$ cat config.mk
export PLATFORM = sky130hd
export DESIGN_NAME = rtcc_core
export DESIGN_NICKNAME = d
export VERILOG_FILES = /design/src/hdl/rtcc_pkg.sv /design/src/hdl/rtcc_core.sv
export SDC_FILE = /design/constraint.sdc
export NUM_CORES = 1
export LEC_CHECK = 0
export BUFFER_PORTS_ARGS = -buffer_cell sky130_fd_sc_hd__buf_2
export CAP_MARGIN = 40
export CORE_MARGIN = 1
export CORE_UTILIZATION = 30
export CTS_BUF_LIST = sky130_fd_sc_hd__clkbuf_4 sky130_fd_sc_hd__clkbuf_8
export CTS_CLUSTER_DIAMETER = 30
export CTS_CLUSTER_SIZE = 24
export DETAILED_ROUTE_END_ITERATION = 12
export PLACE_DENSITY = 0.44
export SLEW_MARGIN = 20
export SYNTH_ARGS = -nofsm -noshare
export SYNTH_HDL_FRONTEND = slang
export SYNTH_SLANG_ARGS = --single-unit
$ cat constraint.sdc
create_clock -name clk -period 3.95 [get_ports clk]
set_input_delay 0.79 -clock clk [delete_from_list [all_inputs] [get_ports clk]]
set_output_delay 0.79 -clock clk [all_outputs]
set_load 0.005 [all_outputs]
$ cat src/hdl/rtcc_pkg.sv
package rtcc_pkg;

    // ------------------------------------------------------------
    // port map and indexed locations
    // ------------------------------------------------------------
    localparam logic [15:0] PORT_INDEX = 16'h0070;
    localparam logic [15:0] PORT_DATA = 16'h0071;
    localparam logic [6:0] IDX_SEC = 7'h00;
    localparam logic [6:0] IDX_ALM_SEC = 7'h01;
    localparam logic [6:0] IDX_MIN = 7'h02;
    localparam logic [6:0] IDX_ALM_MIN = 7'h03;
    localparam logic [6:0] IDX_HOUR = 7'h04;
    localparam logic [6:0] IDX_ALM_HOUR = 7'h05;
    localparam logic [6:0] IDX_DOW = 7'h06;
    localparam logic [6:0] IDX_DOM = 7'h07;
    localparam logic [6:0] IDX_MON = 7'h08;
    localparam logic [6:0] IDX_YEAR = 7'h09;
    localparam logic [6:0] IDX_CTL_A = 7'h0A;
    localparam logic [6:0] IDX_CTL_B = 7'h0B;
    localparam logic [6:0] IDX_STAT_C = 7'h0C;
    localparam logic [6:0] IDX_STAT_D = 7'h0D;

    // ------------------------------------------------------------
    // field positions and encodings
    // ------------------------------------------------------------
    localparam int CTLA_PEND_BIT = 7;
    localparam logic [2:0] DIV_RUN = 3'h2;
    localparam int CTLB_INHIBIT_BIT = 7;
    localparam int CTLB_PIE_BIT = 6;
    localparam int CTLB_AIE_BIT = 5;
    localparam int CTLB_UIE_BIT = 4;
    localparam int CTLB_BIN_BIT = 2;
    localparam int CTLB_H24_BIT = 1;
    localparam int STAT_IRQF_BIT = 7;
    localparam int STAT_PF_BIT = 6;
    localparam int STAT_AF_BIT = 5;
    localparam int STAT_UF_BIT = 4;
    localparam int STATD_VALID_BIT = 7;
    localparam logic [7:0] CTLA_RESET = 8'h26;
    localparam logic [7:0] CTLB_RESET = 8'h02;
    localparam logic [7:0] ALARM_ANY = 8'hC0;

    // ------------------------------------------------------------
    // timing: the 32.768 kHz tick drives every count below
    // ------------------------------------------------------------
    localparam int CLK_HZ = 20_000_000;
    localparam int XTAL_HZ = 32_768;
    localparam int TICKS_PER_SEC = XTAL_HZ;
    localparam int START_DELAY_MS = 500;
    localparam int START_TICKS = XTAL_HZ * START_DELAY_MS / 1000;
    localparam int PEND_LEAD_US = 244;
    localparam int PEND_LEAD_TICKS = 8;
    localparam int UPDATE_US = 1984;
    localparam int UPDATE_TICKS = 65;
    localparam int PEND_TICKS = PEND_LEAD_TICKS + UPDATE_TICKS;

    // ------------------------------------------------------------
    // bus carrier
    // ------------------------------------------------------------
    typedef struct packed {
        logic wr;
        logic rd;
        logic [15:0] addr;
        logic [7:0] wdata;
    } rtcc_io_req_t;

endpackage : rtcc_pkg

$ cat src/hdl/rtcc_core.sv
// Functional notes
// - timebase is 32.768 kHz crystal clock
// - three interrupt sources gated by enables
// - periodic rate 122 us to 500 ms
// - alarm once per second to once per day
// - interrupt request asserted as rising edge
// - clock reset keeps divider and field
// - divider 110b/111b holds chain in reset
// - divider 010b starts updates after 500 ms
// - unreset enable gives undetermined first update
// - ram retained, hidden while clock disabled
// - index bit 7 ignored
// - clock enabled after system reset
// - system reset keeps only the ram and time bytes
// - low battery reset deferred to power good
// - first supply power resets clock domain
// - no battery resets at power good
// - low battery, no power: reset, invalid flag
// - updates use current binary or bcd format
// - one update per second when running
// - update lasts 1984 us with pending set
// - pending flag leads update by 244 us
// - inhibit bit suppresses time updates
module rtcc_core (
    input wire logic clk,
    input wire logic rst_n,
    input wire logic slowCrystalIn,
    input wire logic supplyFirstOn,
    input wire logic backupBatterySense,
    input wire logic mainPowerGood,
    input wire rtcc_pkg::rtcc_io_req_t ioReq,
    output logic [7:0] ioRdata,
    output logic ioRvalid,
    output logic clockIrq
);

    // ------------------------------------------------------------
    // state
    // ------------------------------------------------------------
    typedef enum logic [1:0] {RTCC_IDLE, RTCC_LEAD, RTCC_UPD} rtcc_phase_t;
    rtcc_phase_t phase;
    logic [7:0] mem [0:127];
    logic [6:0] locationIndex;
    logic [2:0] dividerChainControl;
    logic [3:0] rateSel;
    logic [7:0] clockControlSecond;
    logic [2:0] flags;
    logic contentsValidFlag;
    logic clockReset;
    logic deferredReset;
    logic [2:0] xtalSync;
    logic [14:0] divCount;
    logic [15:0] phaseCount;
    logic [18:0] startCount;
    logic starting;
    logic powerGoodLast;
    logic slowTick;
    logic clockEnabled;
    logic writeIdx;
    logic writeData;
    logic readData;
    logic pulsePeriodic;
    logic alarmHit;
    logic [7:0] bumpSec, bumpMin, bumpHour;

    assign writeIdx = ioReq.wr && ioReq.addr == rtcc_pkg::PORT_INDEX;
    assign writeData = ioReq.wr && ioReq.addr == rtcc_pkg::PORT_DATA;
    assign readData = ioReq.rd && ioReq.addr == rtcc_pkg::PORT_DATA;
    assign clockEnabled = dividerChainControl[2:1] != 2'b11;

    // ------------------------------------------------------------
    // crystal tick: sample the slow clock, pulse on its rising edge
    // ------------------------------------------------------------
    // the first sync stage is read only by the second one
    always_ff @(posedge clk or negedge rst_n) begin
        if (!rst_n) begin
            xtalSync <= 3'h0;
        end else begin
            xtalSync <= {xtalSync[1:0], slowCrystalIn};
        end
    end
    assign slowTick = xtalSync[1] && !xtalSync[2];

    // ------------------------------------------------------------
    // clock-domain reset: power conditions only, never rst_n
    // ------------------------------------------------------------
    always_ff @(posedge clk or negedge rst_n) begin
        if (!rst_n) begin
            powerGoodLast <= 1'b1; // no false power-good edge after a system reset
            deferredReset <= 1'b0;
            clockReset <= 1'b0;
        end else begin
            powerGoodLast <= mainPowerGood;
            clockReset <= 1'b0;
            if (supplyFirstOn) begin
                clockReset <= 1'b1;
            end
            if (!backupBatterySense && mainPowerGood) begin
                deferredReset <= 1'b1;
            end
            if (mainPowerGood && !powerGoodLast && (deferredReset || !backupBatterySense)) begin
                clockReset <= 1'b1;
                deferredReset <= 1'b0;
            end
            if (!backupBatterySense && !mainPowerGood) begin
                clockReset <= 1'b1;
            end
        end
    end

    // ------------------------------------------------------------
    // index pointer, bit 7 dropped
    // ------------------------------------------------------------
    always_ff @(posedge clk or negedge rst_n) begin
        if (!rst_n) begin
            locationIndex <= 7'h00;
        end else if (writeIdx) begin
            locationIndex <= ioReq.wdata[6:0];
        end
    end

    // ------------------------------------------------------------
    // control registers; divider field survives the clock reset
    // ------------------------------------------------------------
    // the rst_n value gives a running clock with no software help
    always_ff @(posedge clk or negedge rst_n) begin
        if (!rst_n) begin
            dividerChainControl <= rtcc_pkg::CTLA_RESET[6:4];
            rateSel <= rtcc_pkg::CTLA_RESET[3:0];
            clockControlSecond <= rtcc_pkg::CTLB_RESET;
        end else begin
            if (clockReset) begin
                clockControlSecond[6:4] <= 3'h0;
            end else if (writeData && locationIndex == rtcc_pkg::IDX_CTL_B) begin
                clockControlSecond <= ioReq.wdata;
            end
            if (writeData && locationIndex == rtcc_pkg::IDX_CTL_A) begin
                dividerChainControl <= ioReq.wdata[6:4];
                rateSel <= ioReq.wdata[3:0];
            end
        end
    end

    // ------------------------------------------------------------
    // contents-valid flag: cleared by a dead battery, set by a read
    // ------------------------------------------------------------
    always_ff @(posedge clk or negedge rst_n) begin
        if (!rst_n) begin
            contentsValidFlag <= 1'b1;
        end else if (!backupBatterySense && !mainPowerGood) begin
            contentsValidFlag <= 1'b0;
        end else if (readData && locationIndex == rtcc_pkg::IDX_STAT_D) begin
            contentsValidFlag <= 1'b1;
        end
    end

    // ------------------------------------------------------------
    // divider chain and start delay
    // ------------------------------------------------------------
    // a 010b write out of reset waits 500 ms; a write while running
    // keeps the old phase, so the first update lands anywhere
    always_ff @(posedge clk or negedge rst_n) begin
        if (!rst_n) begin
            divCount <= 15'h0000;
            startCount <= 19'h00000;
            starting <= 1'b0;
        end else if (!clockEnabled) begin
            divCount <= 15'h0000;
            starting <= 1'b1;
            startCount <= 19'h00000;
        end else if (slowTick) begin
            divCount <= divCount + 15'h0001;
            if (starting) begin
                if (startCount == 19'(rtcc_pkg::START_TICKS - 1)) begin
                    starting <= 1'b0;
                    divCount <= 15'(rtcc_pkg::TICKS_PER_SEC - rtcc_pkg::PEND_LEAD_TICKS);
                end else begin
                    startCount <= startCount + 19'h00001;
                end
            end
        end
    end

    // ------------------------------------------------------------
    // update sequencer: lead, update, idle
    // ------------------------------------------------------------
    always_ff @(posedge clk or negedge rst_n) begin
        if (!rst_n) begin
            phase <= RTCC_IDLE;
            phaseCount <= 16'h0000;
        end else if (!clockEnabled) begin
            phase <= RTCC_IDLE;
        end else if (slowTick) begin
            unique case (phase)
                RTCC_IDLE: begin
                    if (!starting && dividerChainControl == rtcc_pkg::DIV_RUN
                        && !clockControlSecond[rtcc_pkg::CTLB_INHIBIT_BIT]
                        && divCount == 15'(rtcc_pkg::TICKS_PER_SEC - rtcc_pkg::PEND_LEAD_TICKS)) begin
                        phase <= RTCC_LEAD;
                        phaseCount <= 16'h0000;
                    end
                end
                RTCC_LEAD: begin
                    phaseCount <= phaseCount + 16'h0001;
                    if (phaseCount == 16'(rtcc_pkg::PEND_LEAD_TICKS - 1)) begin
                        phase <= RTCC_UPD;
                        phaseCount <= 16'h0000;
                    end
                end
                RTCC_UPD: begin
                    phaseCount <= phaseCount + 16'h0001;
                    if (phaseCount == 16'(rtcc_pkg::UPDATE_TICKS - 1)) begin
                        phase <= RTCC_IDLE;
                    end
                end
            endcase
        end
    end

    // ------------------------------------------------------------
    // counting helper in binary or bcd
    // ------------------------------------------------------------
    function automatic logic [7:0] bump(input logic [7:0] v, input logic bin);
        if (bin) begin
            bump = v + 8'h01;
        end else if (v[3:0] == 4'h9) begin
            bump = {v[7:4] + 4'h1, 4'h0};
        end else begin
            bump = v + 8'h01;
        end
    endfunction

    assign bumpSec = bump(mem[rtcc_pkg::IDX_SEC], clockControlSecond[rtcc_pkg::CTLB_BIN_BIT]);
    assign bumpMin = bump(mem[rtcc_pkg::IDX_MIN], clockControlSecond[rtcc_pkg::CTLB_BIN_BIT]);
    assign bumpHour = bump(mem[rtcc_pkg::IDX_HOUR], clockControlSecond[rtcc_pkg::CTLB_BIN_BIT]);

    // ------------------------------------------------------------
    // ram and time bytes; updates happen at the end of the cycle
    // ------------------------------------------------------------
    // day and month roll over is left to software to keep this small
    logic updateDone;
    assign updateDone = slowTick && phase == RTCC_UPD
        && phaseCount == 16'(rtcc_pkg::UPDATE_TICKS - 1);
    always_ff @(posedge clk) begin // no rst_n here: system reset keeps time and ram
        if (writeData && clockEnabled && locationIndex > rtcc_pkg::IDX_STAT_D) begin
            mem[locationIndex] <= ioReq.wdata;
        end else if (writeData && locationIndex <= rtcc_pkg::IDX_YEAR) begin
            mem[locationIndex] <= ioReq.wdata;
        end else if (updateDone) begin
            // format is whatever the control bit says now
            if (bumpSec != (clockControlSecond[rtcc_pkg::CTLB_BIN_BIT] ? 8'h3C : 8'h60)) begin
                mem[rtcc_pkg::IDX_SEC] <= bumpSec;
            end else begin
                mem[rtcc_pkg::IDX_SEC] <= 8'h00;
                if (bumpMin != (clockControlSecond[rtcc_pkg::CTLB_BIN_BIT] ? 8'h3C : 8'h60)) begin
                    mem[rtcc_pkg::IDX_MIN] <= bumpMin;
                end else begin
                    mem[rtcc_pkg::IDX_MIN] <= 8'h00;
                    mem[rtcc_pkg::IDX_HOUR] <= (bumpHour == (clockControlSecond[rtcc_pkg::CTLB_BIN_BIT]
                        ? 8'h18 : 8'h24)) ? 8'h00 : bumpHour;
                end
            end
        end
    end

    // ------------------------------------------------------------
    // alarm compare, C0h-FFh matches anything
    // ------------------------------------------------------------
    function automatic logic match(input logic [7:0] alm, input logic [7:0] cur);
        match = (alm[7:6] == 2'b11) || alm == cur;
    endfunction
    assign alarmHit = match(mem[rtcc_pkg::IDX_ALM_SEC], mem[rtcc_pkg::IDX_SEC])
        && match(mem[rtcc_pkg::IDX_ALM_MIN], mem[rtcc_pkg::IDX_MIN])
        && match(mem[rtcc_pkg::IDX_ALM_HOUR], mem[rtcc_pkg::IDX_HOUR]);

    // ------------------------------------------------------------
    // periodic tap: rate n picks divider bit n-1 (rates 1,2 alias 8,9)
    // ------------------------------------------------------------
    logic [3:0] tapSel;
    assign tapSel = (rateSel == 4'h1 || rateSel == 4'h2) ? rateSel + 4'h7 : rateSel;
    // low bits all zero once per period; the first pulse after a rate change may come early
    assign pulsePeriodic = slowTick && rateSel != 4'h0
        && (divCount & ((15'h0001 << (tapSel - 4'h1)) - 15'h0001)) == 15'h0000;

    // ------------------------------------------------------------
    // event flags: a set in the read cycle survives
    // ------------------------------------------------------------
    logic statRead;
    assign statRead = readData && locationIndex == rtcc_pkg::IDX_STAT_C;
    always_ff @(posedge clk or negedge rst_n) begin
        if (!rst_n) begin
            flags <= 3'h0;
        end else begin
            flags <= statRead ? 3'h0 : flags;
            if (pulsePeriodic) begin
                flags[2] <= 1'b1;
            end
            if (updateDone) begin
                flags[0] <= 1'b1;
                if (alarmHit) begin
                    flags[1] <= 1'b1;
                end
            end
        end
    end

    // ------------------------------------------------------------
    // interrupt request: level high means a new rising edge
    // ------------------------------------------------------------
    always_ff @(posedge clk or negedge rst_n) begin
        if (!rst_n) begin
            clockIrq <= 1'b0;
        end else begin
            clockIrq <= |(flags[2:0] & clockControlSecond[6:4]);
        end
    end

    // ------------------------------------------------------------
    // read path
    // ------------------------------------------------------------
    always_ff @(posedge clk or negedge rst_n) begin
        if (!rst_n) begin
            ioRdata <= 8'h00;
            ioRvalid <= 1'b0;
        end else begin
            ioRvalid <= readData;
            if (readData) begin
                unique case (1'b1)
                    locationIndex == rtcc_pkg::IDX_CTL_A:
                        ioRdata <= {phase != RTCC_IDLE, dividerChainControl, rateSel};
                    locationIndex == rtcc_pkg::IDX_CTL_B:
                        ioRdata <= clockControlSecond;
                    locationIndex == rtcc_pkg::IDX_STAT_C:
                        ioRdata <= {|(flags[2:0] & clockControlSecond[6:4]), flags[2:0], 4'h0};
                    locationIndex == rtcc_pkg::IDX_STAT_D:
                        ioRdata <= {contentsValidFlag, 7'h00};
                    locationIndex > rtcc_pkg::IDX_STAT_D:
                        ioRdata <= clockEnabled ? mem[locationIndex] : 8'hFF;
                    default:
                        ioRdata <= mem[locationIndex];
                endcase
            end
        end
    end
endmodule // rtcc_core

# Word-level counts from Yosys, hierarchy flattened

Memory sizes are Yosys's and may differ from the RTL's.
Index checks and enable logic that the tools add are counted.

Add/sub/neg operators: 12
Magnitude comparators: 2
Eq/ne operators: 35
Shift operators: 1
Mux-type cells: 79
Bitwise gates (word level): 6
Reductions and logical operators: 50

Operators with widths:

| operator              | number |
|---|---|
| $mux 8                | 12 |
| $mux 19               | 4 |
| $mux 15               | 4 |
| $eq 16x7->1 const B   | 3 |
| $pmux 16 s3           | 1 |
| $mux 1                | 41 |
| $pmux 8 s5            | 1 |
| $mux 16               | 2 |
| $eq 7x4->1 const B    | 4 |
| $add 8x1->8 const B   | 3 |
| $eq 8x8->1            | 3 |
| $logic_and 1x1->1     | 24 |
| $mux 7                | 3 |
| $add 19x1->19 const B | 1 |
| $eq 19x14->1 const B  | 1 |
| $add 16x1->16 const B | 1 |
| $eq 16x3->1 const B   | 1 |
| $add 15x1->15 const B | 1 |
| $and 15x15->15        | 1 |
| $eq 15x15->1 const B  | 1 |
| $logic_not 15->1      | 1 |
| $shl 1x4->15 const A  | 1 |
| $sub 15x1->15 const B | 1 |
| $add 4x1->4 const B   | 3 |
| 34 further kinds      | 67 |

Bits in registers: 95
RAM bits: 1024
Bits of input ports: 32
Memories: 1

Memory list:

| name | words | bits a word | rd ports | clocked after memory_dff | write ports | line            | text |
|---|---|---|---|---|---|---|---|
| mem  | 128   | 8           | 7        | 0                        | 3           | rtcc_core.sv:42 | `logic [7:0] mem [0:127];` |

# Depth between registers and ports, before layout

An unclocked memory read counts as a cell.

Depth in word-level cells: 13
Mapped depth: 13
Mapped depth without buffers: 12

# Worst setup path before layout

Ideal clock, no wire load.

Path type: input to register
Start point: input port ioReq[9] (netlist name)
End point: memory mem[0][0] (data pin)
Library setup time: 481 ps
Data arrival time: 3746 ps
Required time: 3469 ps
Path slack: -277 ps
Stages: 8
Path buffers: 2
Cell sequence: nor4b_1 -> nand4_1 -> a211oi_1 -> or2_2 -> clkbuf_1 -> clkbuf_1 -> a21oi_1 -> inv_1

RTL lines:

| element            | line            | text |
|---|---|---|
| start: declaration | rtcc_core.sv:31 | `input wire rtcc_pkg::rtcc_io_req_t ioReq,` |
| end: declaration   | rtcc_core.sv:42 |  |

# Worst setup path in the final report

Start point: register locationIndex[0]
End point: register ioRdata[2]

Longest elaborated chain between the ends: 3

Ends and longest elaborated chain:

| element                  | line             | text |
|---|---|---|
| start: declaration       | rtcc_core.sv:43  | `logic [6:0] locationIndex;` |
| start signal: assignment | rtcc_core.sv:118 | `locationIndex <= ioReq.wdata[6:0];` |
| $mem_v2 128x8            | -                |  |
| $mux 8                   | rtcc_core.sv:338 | `ioRdata <= clockEnabled ? mem[locationIndex] : 8'hFF;` |
| $pmux 8 s5 (*)           | rtcc_core.sv:328 | `unique case (1'b1)` |
| end signal: assignment   | rtcc_core.sv:330 | `ioRdata <= {phase != RTCC_IDLE, dividerChainControl, rateSel};` |
| end signal: assignment   | rtcc_core.sv:338 |  |
| end signal: assignment   | rtcc_core.sv:340 | `ioRdata <= mem[locationIndex];` |
| end: declaration         | rtcc_core.sv:32  | `output logic [7:0] ioRdata,` |

Mark *: on every way between the ends. The rest lies on a longest branch, timed or not.
A chain may end at the register's enable or synchronous reset.

==> metrics.md <==
| Metric | Value |
|---|---|
| Final number of hold-violating endpoints | 0 |
| Pins Over Slew Limit | 0 |
| Vias in the first global route | approximately 28000 |
| Clk buf depth | 4 |
| Sw Share | 0.214 |
| Final std cells w/o fill | roughly 5400 |
| Clock power frac | 0.530 |
| Slew @ Worst Pin | 0.761 ns |
| Tmin final | roughly 3.7 ns |
| Top_reg_cell synth | edfxtp_1 |
| Vias per cell | between 5 and 6 |
| Critical Path RT | ~4.8 ns |
| Pint | ~23 mW |
| Post-Route Setup TNS | 0 ns |
| Top cell type's share of synthesized area | 0.655 |
| Commonest non-fill, non-tap cell in the layout | edfxtp_1 |
| # Max-Cap Violations | 0 |
| Die area | about 0.16 sq mm |
| Final setup violation count | 0 |
| 1st-pass router iterations | 5 |
| Die Span X | between 300 and 400 um |
| DP HPWL | 86500 um |
| Die Height | 398 um |
| FMAX | 0.269 GHz |
| GRT Residual Overflow | 0 |
| CP Class | register to register |
| Biggest fanout along the worst timing path | 15 |
| Worst path arrival time | around 4.5 ns |
| Synth cell types | 85 |
| Worst VDD drop | around 0.33 mV |
| Starting density of the core | 0.304 |
| First-pass GRT wire length | slightly below 200000 um |
| Worst path max stage delay | about 0.74 ns |
| Area leader, netlist | edfxtp_1 |
| Startpoint types | register |
| CTS tree | yes |
| PortBufs | 41 |
| Slowest cell on crit path | dfrtp_4 |
| P_sw | 6.14 mW |
| Mapped Cells | 2600 |
| Total track usage | 0.173 |
| Number of synthesized flops with an enable pin | slightly above 1000 |
| Ranking of synthesized cells by area | edfxtp_1 66%, mux4_2 14%, dfrtp_1 4.7% |
| Mean post-synth cell area | about 18 sq um |
| Worst-path clk slew | ~0.050 ns |
| Syn Std Cell Area | ~0.047 sq mm |
| Share of cells above drive strength 1 | 0.350 |
| Root Buffer | clkbuf_8 |
| Hold_sp | ioReq[7] |
| Sequential share of power | 0.455 |
| I/O pin count | 42 |
| End of the worst hold path | clockControlSecond[7] |
| Combinational share of power | 0.015 |
| RSZ-0062 raised after global routing | false |
| Cell chain of the critical path | buf_4 > mux4_2 > mux4_2 > mux2i_1 > a21oi_1 > nor3_1 > buf_4 > o21ai_0 |
| Hold Path Cell Cnt | 2 |
| Worst rel slew slack | 0.493 |
| Reg2reg end | ioRdata[2] |
| Status | finished clean |
| Core area | roughly 0.15 sq mm |
| Leakage | roughly 19 nW |
| CTS buffer count | 287 |
| PwrDens | roughly 500 mW/mm^2 |
| Clk_skew | between 0.08 and 0.09 ns |
| Initial antenna violation count | 5 |
| Routed len/inst | 25.3 um |
| Period utilization | 0.940 |
| Antenna viol nets, final | 0 |
| Post-synth ARST share | 0.0849 |
| Area grow syn2layout | 23.3% |
| # clock sinks | approximately 1100 |
| H-tree Lvls | 5 |
| Synth Register Bits | about 1100 |
| Seq/Total Area, Yosys | 0.706 |
| Largest net degree at the start of global routing | approximately 130 |
| Reg2Reg Depth | 8 |
| CP Capture Type | register |
| Iter 0 DRT Violations | around 2300 |
| Routed via count | around 27000 |
| Insertion delay to the later sink of the worst-skew pair | ~0.99 ns |
| Register-to-register setup slack | roughly 0.24 ns |
| Final wirelength | 136000 um |
| Rows | roughly 140 |
| DRC | 0 |
| Most frequent cells in the layout | 1024 x edfxtp_1, 301 x mux4_2, 299 x clkbuf_8 |
| Critical R2R Launch | locationIndex[0] |
| NumNets Final | about 3200 |
| Hold Crit Class | input port to register |
| Post-placement cell count | 4845 |
| Gpl congestion | 0.855 |
| YS warnings | 0 |
[stage by stage]
step / util / setup slack [ns] / hold slack, ns / power (mW) / area, sq um
5_1_grt: 0.374 / 0.0347 / 0.0958 / 29.6 / 57900
4_1_cts: 0.374 / 0.128 / 0.0573 / 29.1 / 57800
2_1_floorplan: - / 0.0734 / 0.331 / 13.4 / 47100
3_5_place_dp: 0.334 / -0.0509 / 0.341 / 13.7 / 51700
3_3_place_gp: 0.334 / -0.0477 / 0.344 / 13.7 / 51700
6_report: 0.374 / 0.235 / 0.140 / 28.7 / 57900
[timing repair]
action	in CTS	in global routing
gates resized for setup	0	2
pin swaps	0	0
endpoints found under the setup margin	77	1
hold buffers	4	0
setup buffers	1	0
endpoints found under the hold margin	43	0
[worst max-delay path: cells and delay by family (launching register included)]
| family | cells | cell delay [ns] |
|---|---|---|
| muxes | 3 | 1.47 |
| DFF | 1 | 0.74 |
| buffers and inverters | 2 | 0.63 |
| and+or+nand+nor | 1 | 0.36 |
| AOI/OAI and AO/OA | 2 | 0.33 |
[registers in the layout (all words and copies together), names as in the netlist]
register and count:
phaseCount 16, xtalSync 3, clockControlSecond 8, contentsValidFlag 1, ioRvalid 1, clockIrq 1
locationIndex 7, phase 2, clockReset 1, flags 3, powerGoodLast 1, ioRdata 8
deferredReset 1, divCount 15, starting 1, dividerChainControl 3, mem 1024, rateSel 4
startCount 19
[kinds of logic after synthesis]
logic type,share of synthesized area
xor gates and xnor gates,0.0133
buffers and inverters,0.0174
muxes,0.158
other,0.000160
and+or+nand+nor,0.0561
AOI/OAI and AO/OA,0.0426
DFF,0.706
adders and majority gates,0.00587
[worst max path at each step]
| stage | from | to | slack, ns | cells past startpoint |
|---|---|---|---|---|
| after floorplan | ioReq[9] | mem[0][0] | 0.07 | 9 |
| after global placement | ioReq[9] | mem[58][5] | -0.05 | 9 |
| after global routing | rateSel[1] | flags[2] | 0.03 | 12 |
| after CTS | locationIndex[0] | ioRdata[2] | 0.13 | 8 |
| final | locationIndex[0] | ioRdata[2] | 0.24 | 8 |
| after detailed placement | mem[0][1] | mem[59][5] | -0.05 | 10 |
[metal layers]
layer	global-route usage	vias to the layer above	share of wire
met5	0	-	0
met4	0.0543	0	0.025
met3	0.0371	277	0.060
met2	0.274	987	0.47
met1	0.236	14300	0.44
li1	-	11600	-
[Yosys cell counts (15+ instances only)]
cell and number:
nand3_1 47, clkbuf_1 71, nand4_1 24, nor3_1 42, edfxtp_1 1024, and2_1 17, a21oi_1 67, mux2i_1 40
xnor2_1 26, buf_4 15, ha_1 22, mux4_2 301, o31ai_1 18, o21ai_0 55, nand2_1 116, dfrtp_1 89
nor4_1 15, mux2_2 23, buf_2 48, inv_1 37, nor2_1 203, xor2_1 45
[power groups by stage]
stage | Sequential (mW) | Combinational, mW | Clock [mW]
3_5_place_dp | 13.3 | 0.434 | 0
6_report | 13.0 | 0.430 | 15.2
3_3_place_gp | 13.3 | 0.421 | 0
4_1_cts | 13.0 | 0.441 | 15.6
5_1_grt | 13.0 | 0.474 | 16.1
2_1_floorplan | 13.3 | 0.188 | 0
[final cells by class]
type / count / area (sq um)
diodes: 5 / 12.5
clock buffers: 343 / 4450
clock inverters: 154 / 1640
fillers: 14300 / 96700
inverters: 40 / 176
multi-input cells: 1329 / 13200
flip-flops and latches: 1119 / 33200
well taps: 2044 / 2560
repair buffers: 319 / 2740
Power figures use the tool's default switching activity.
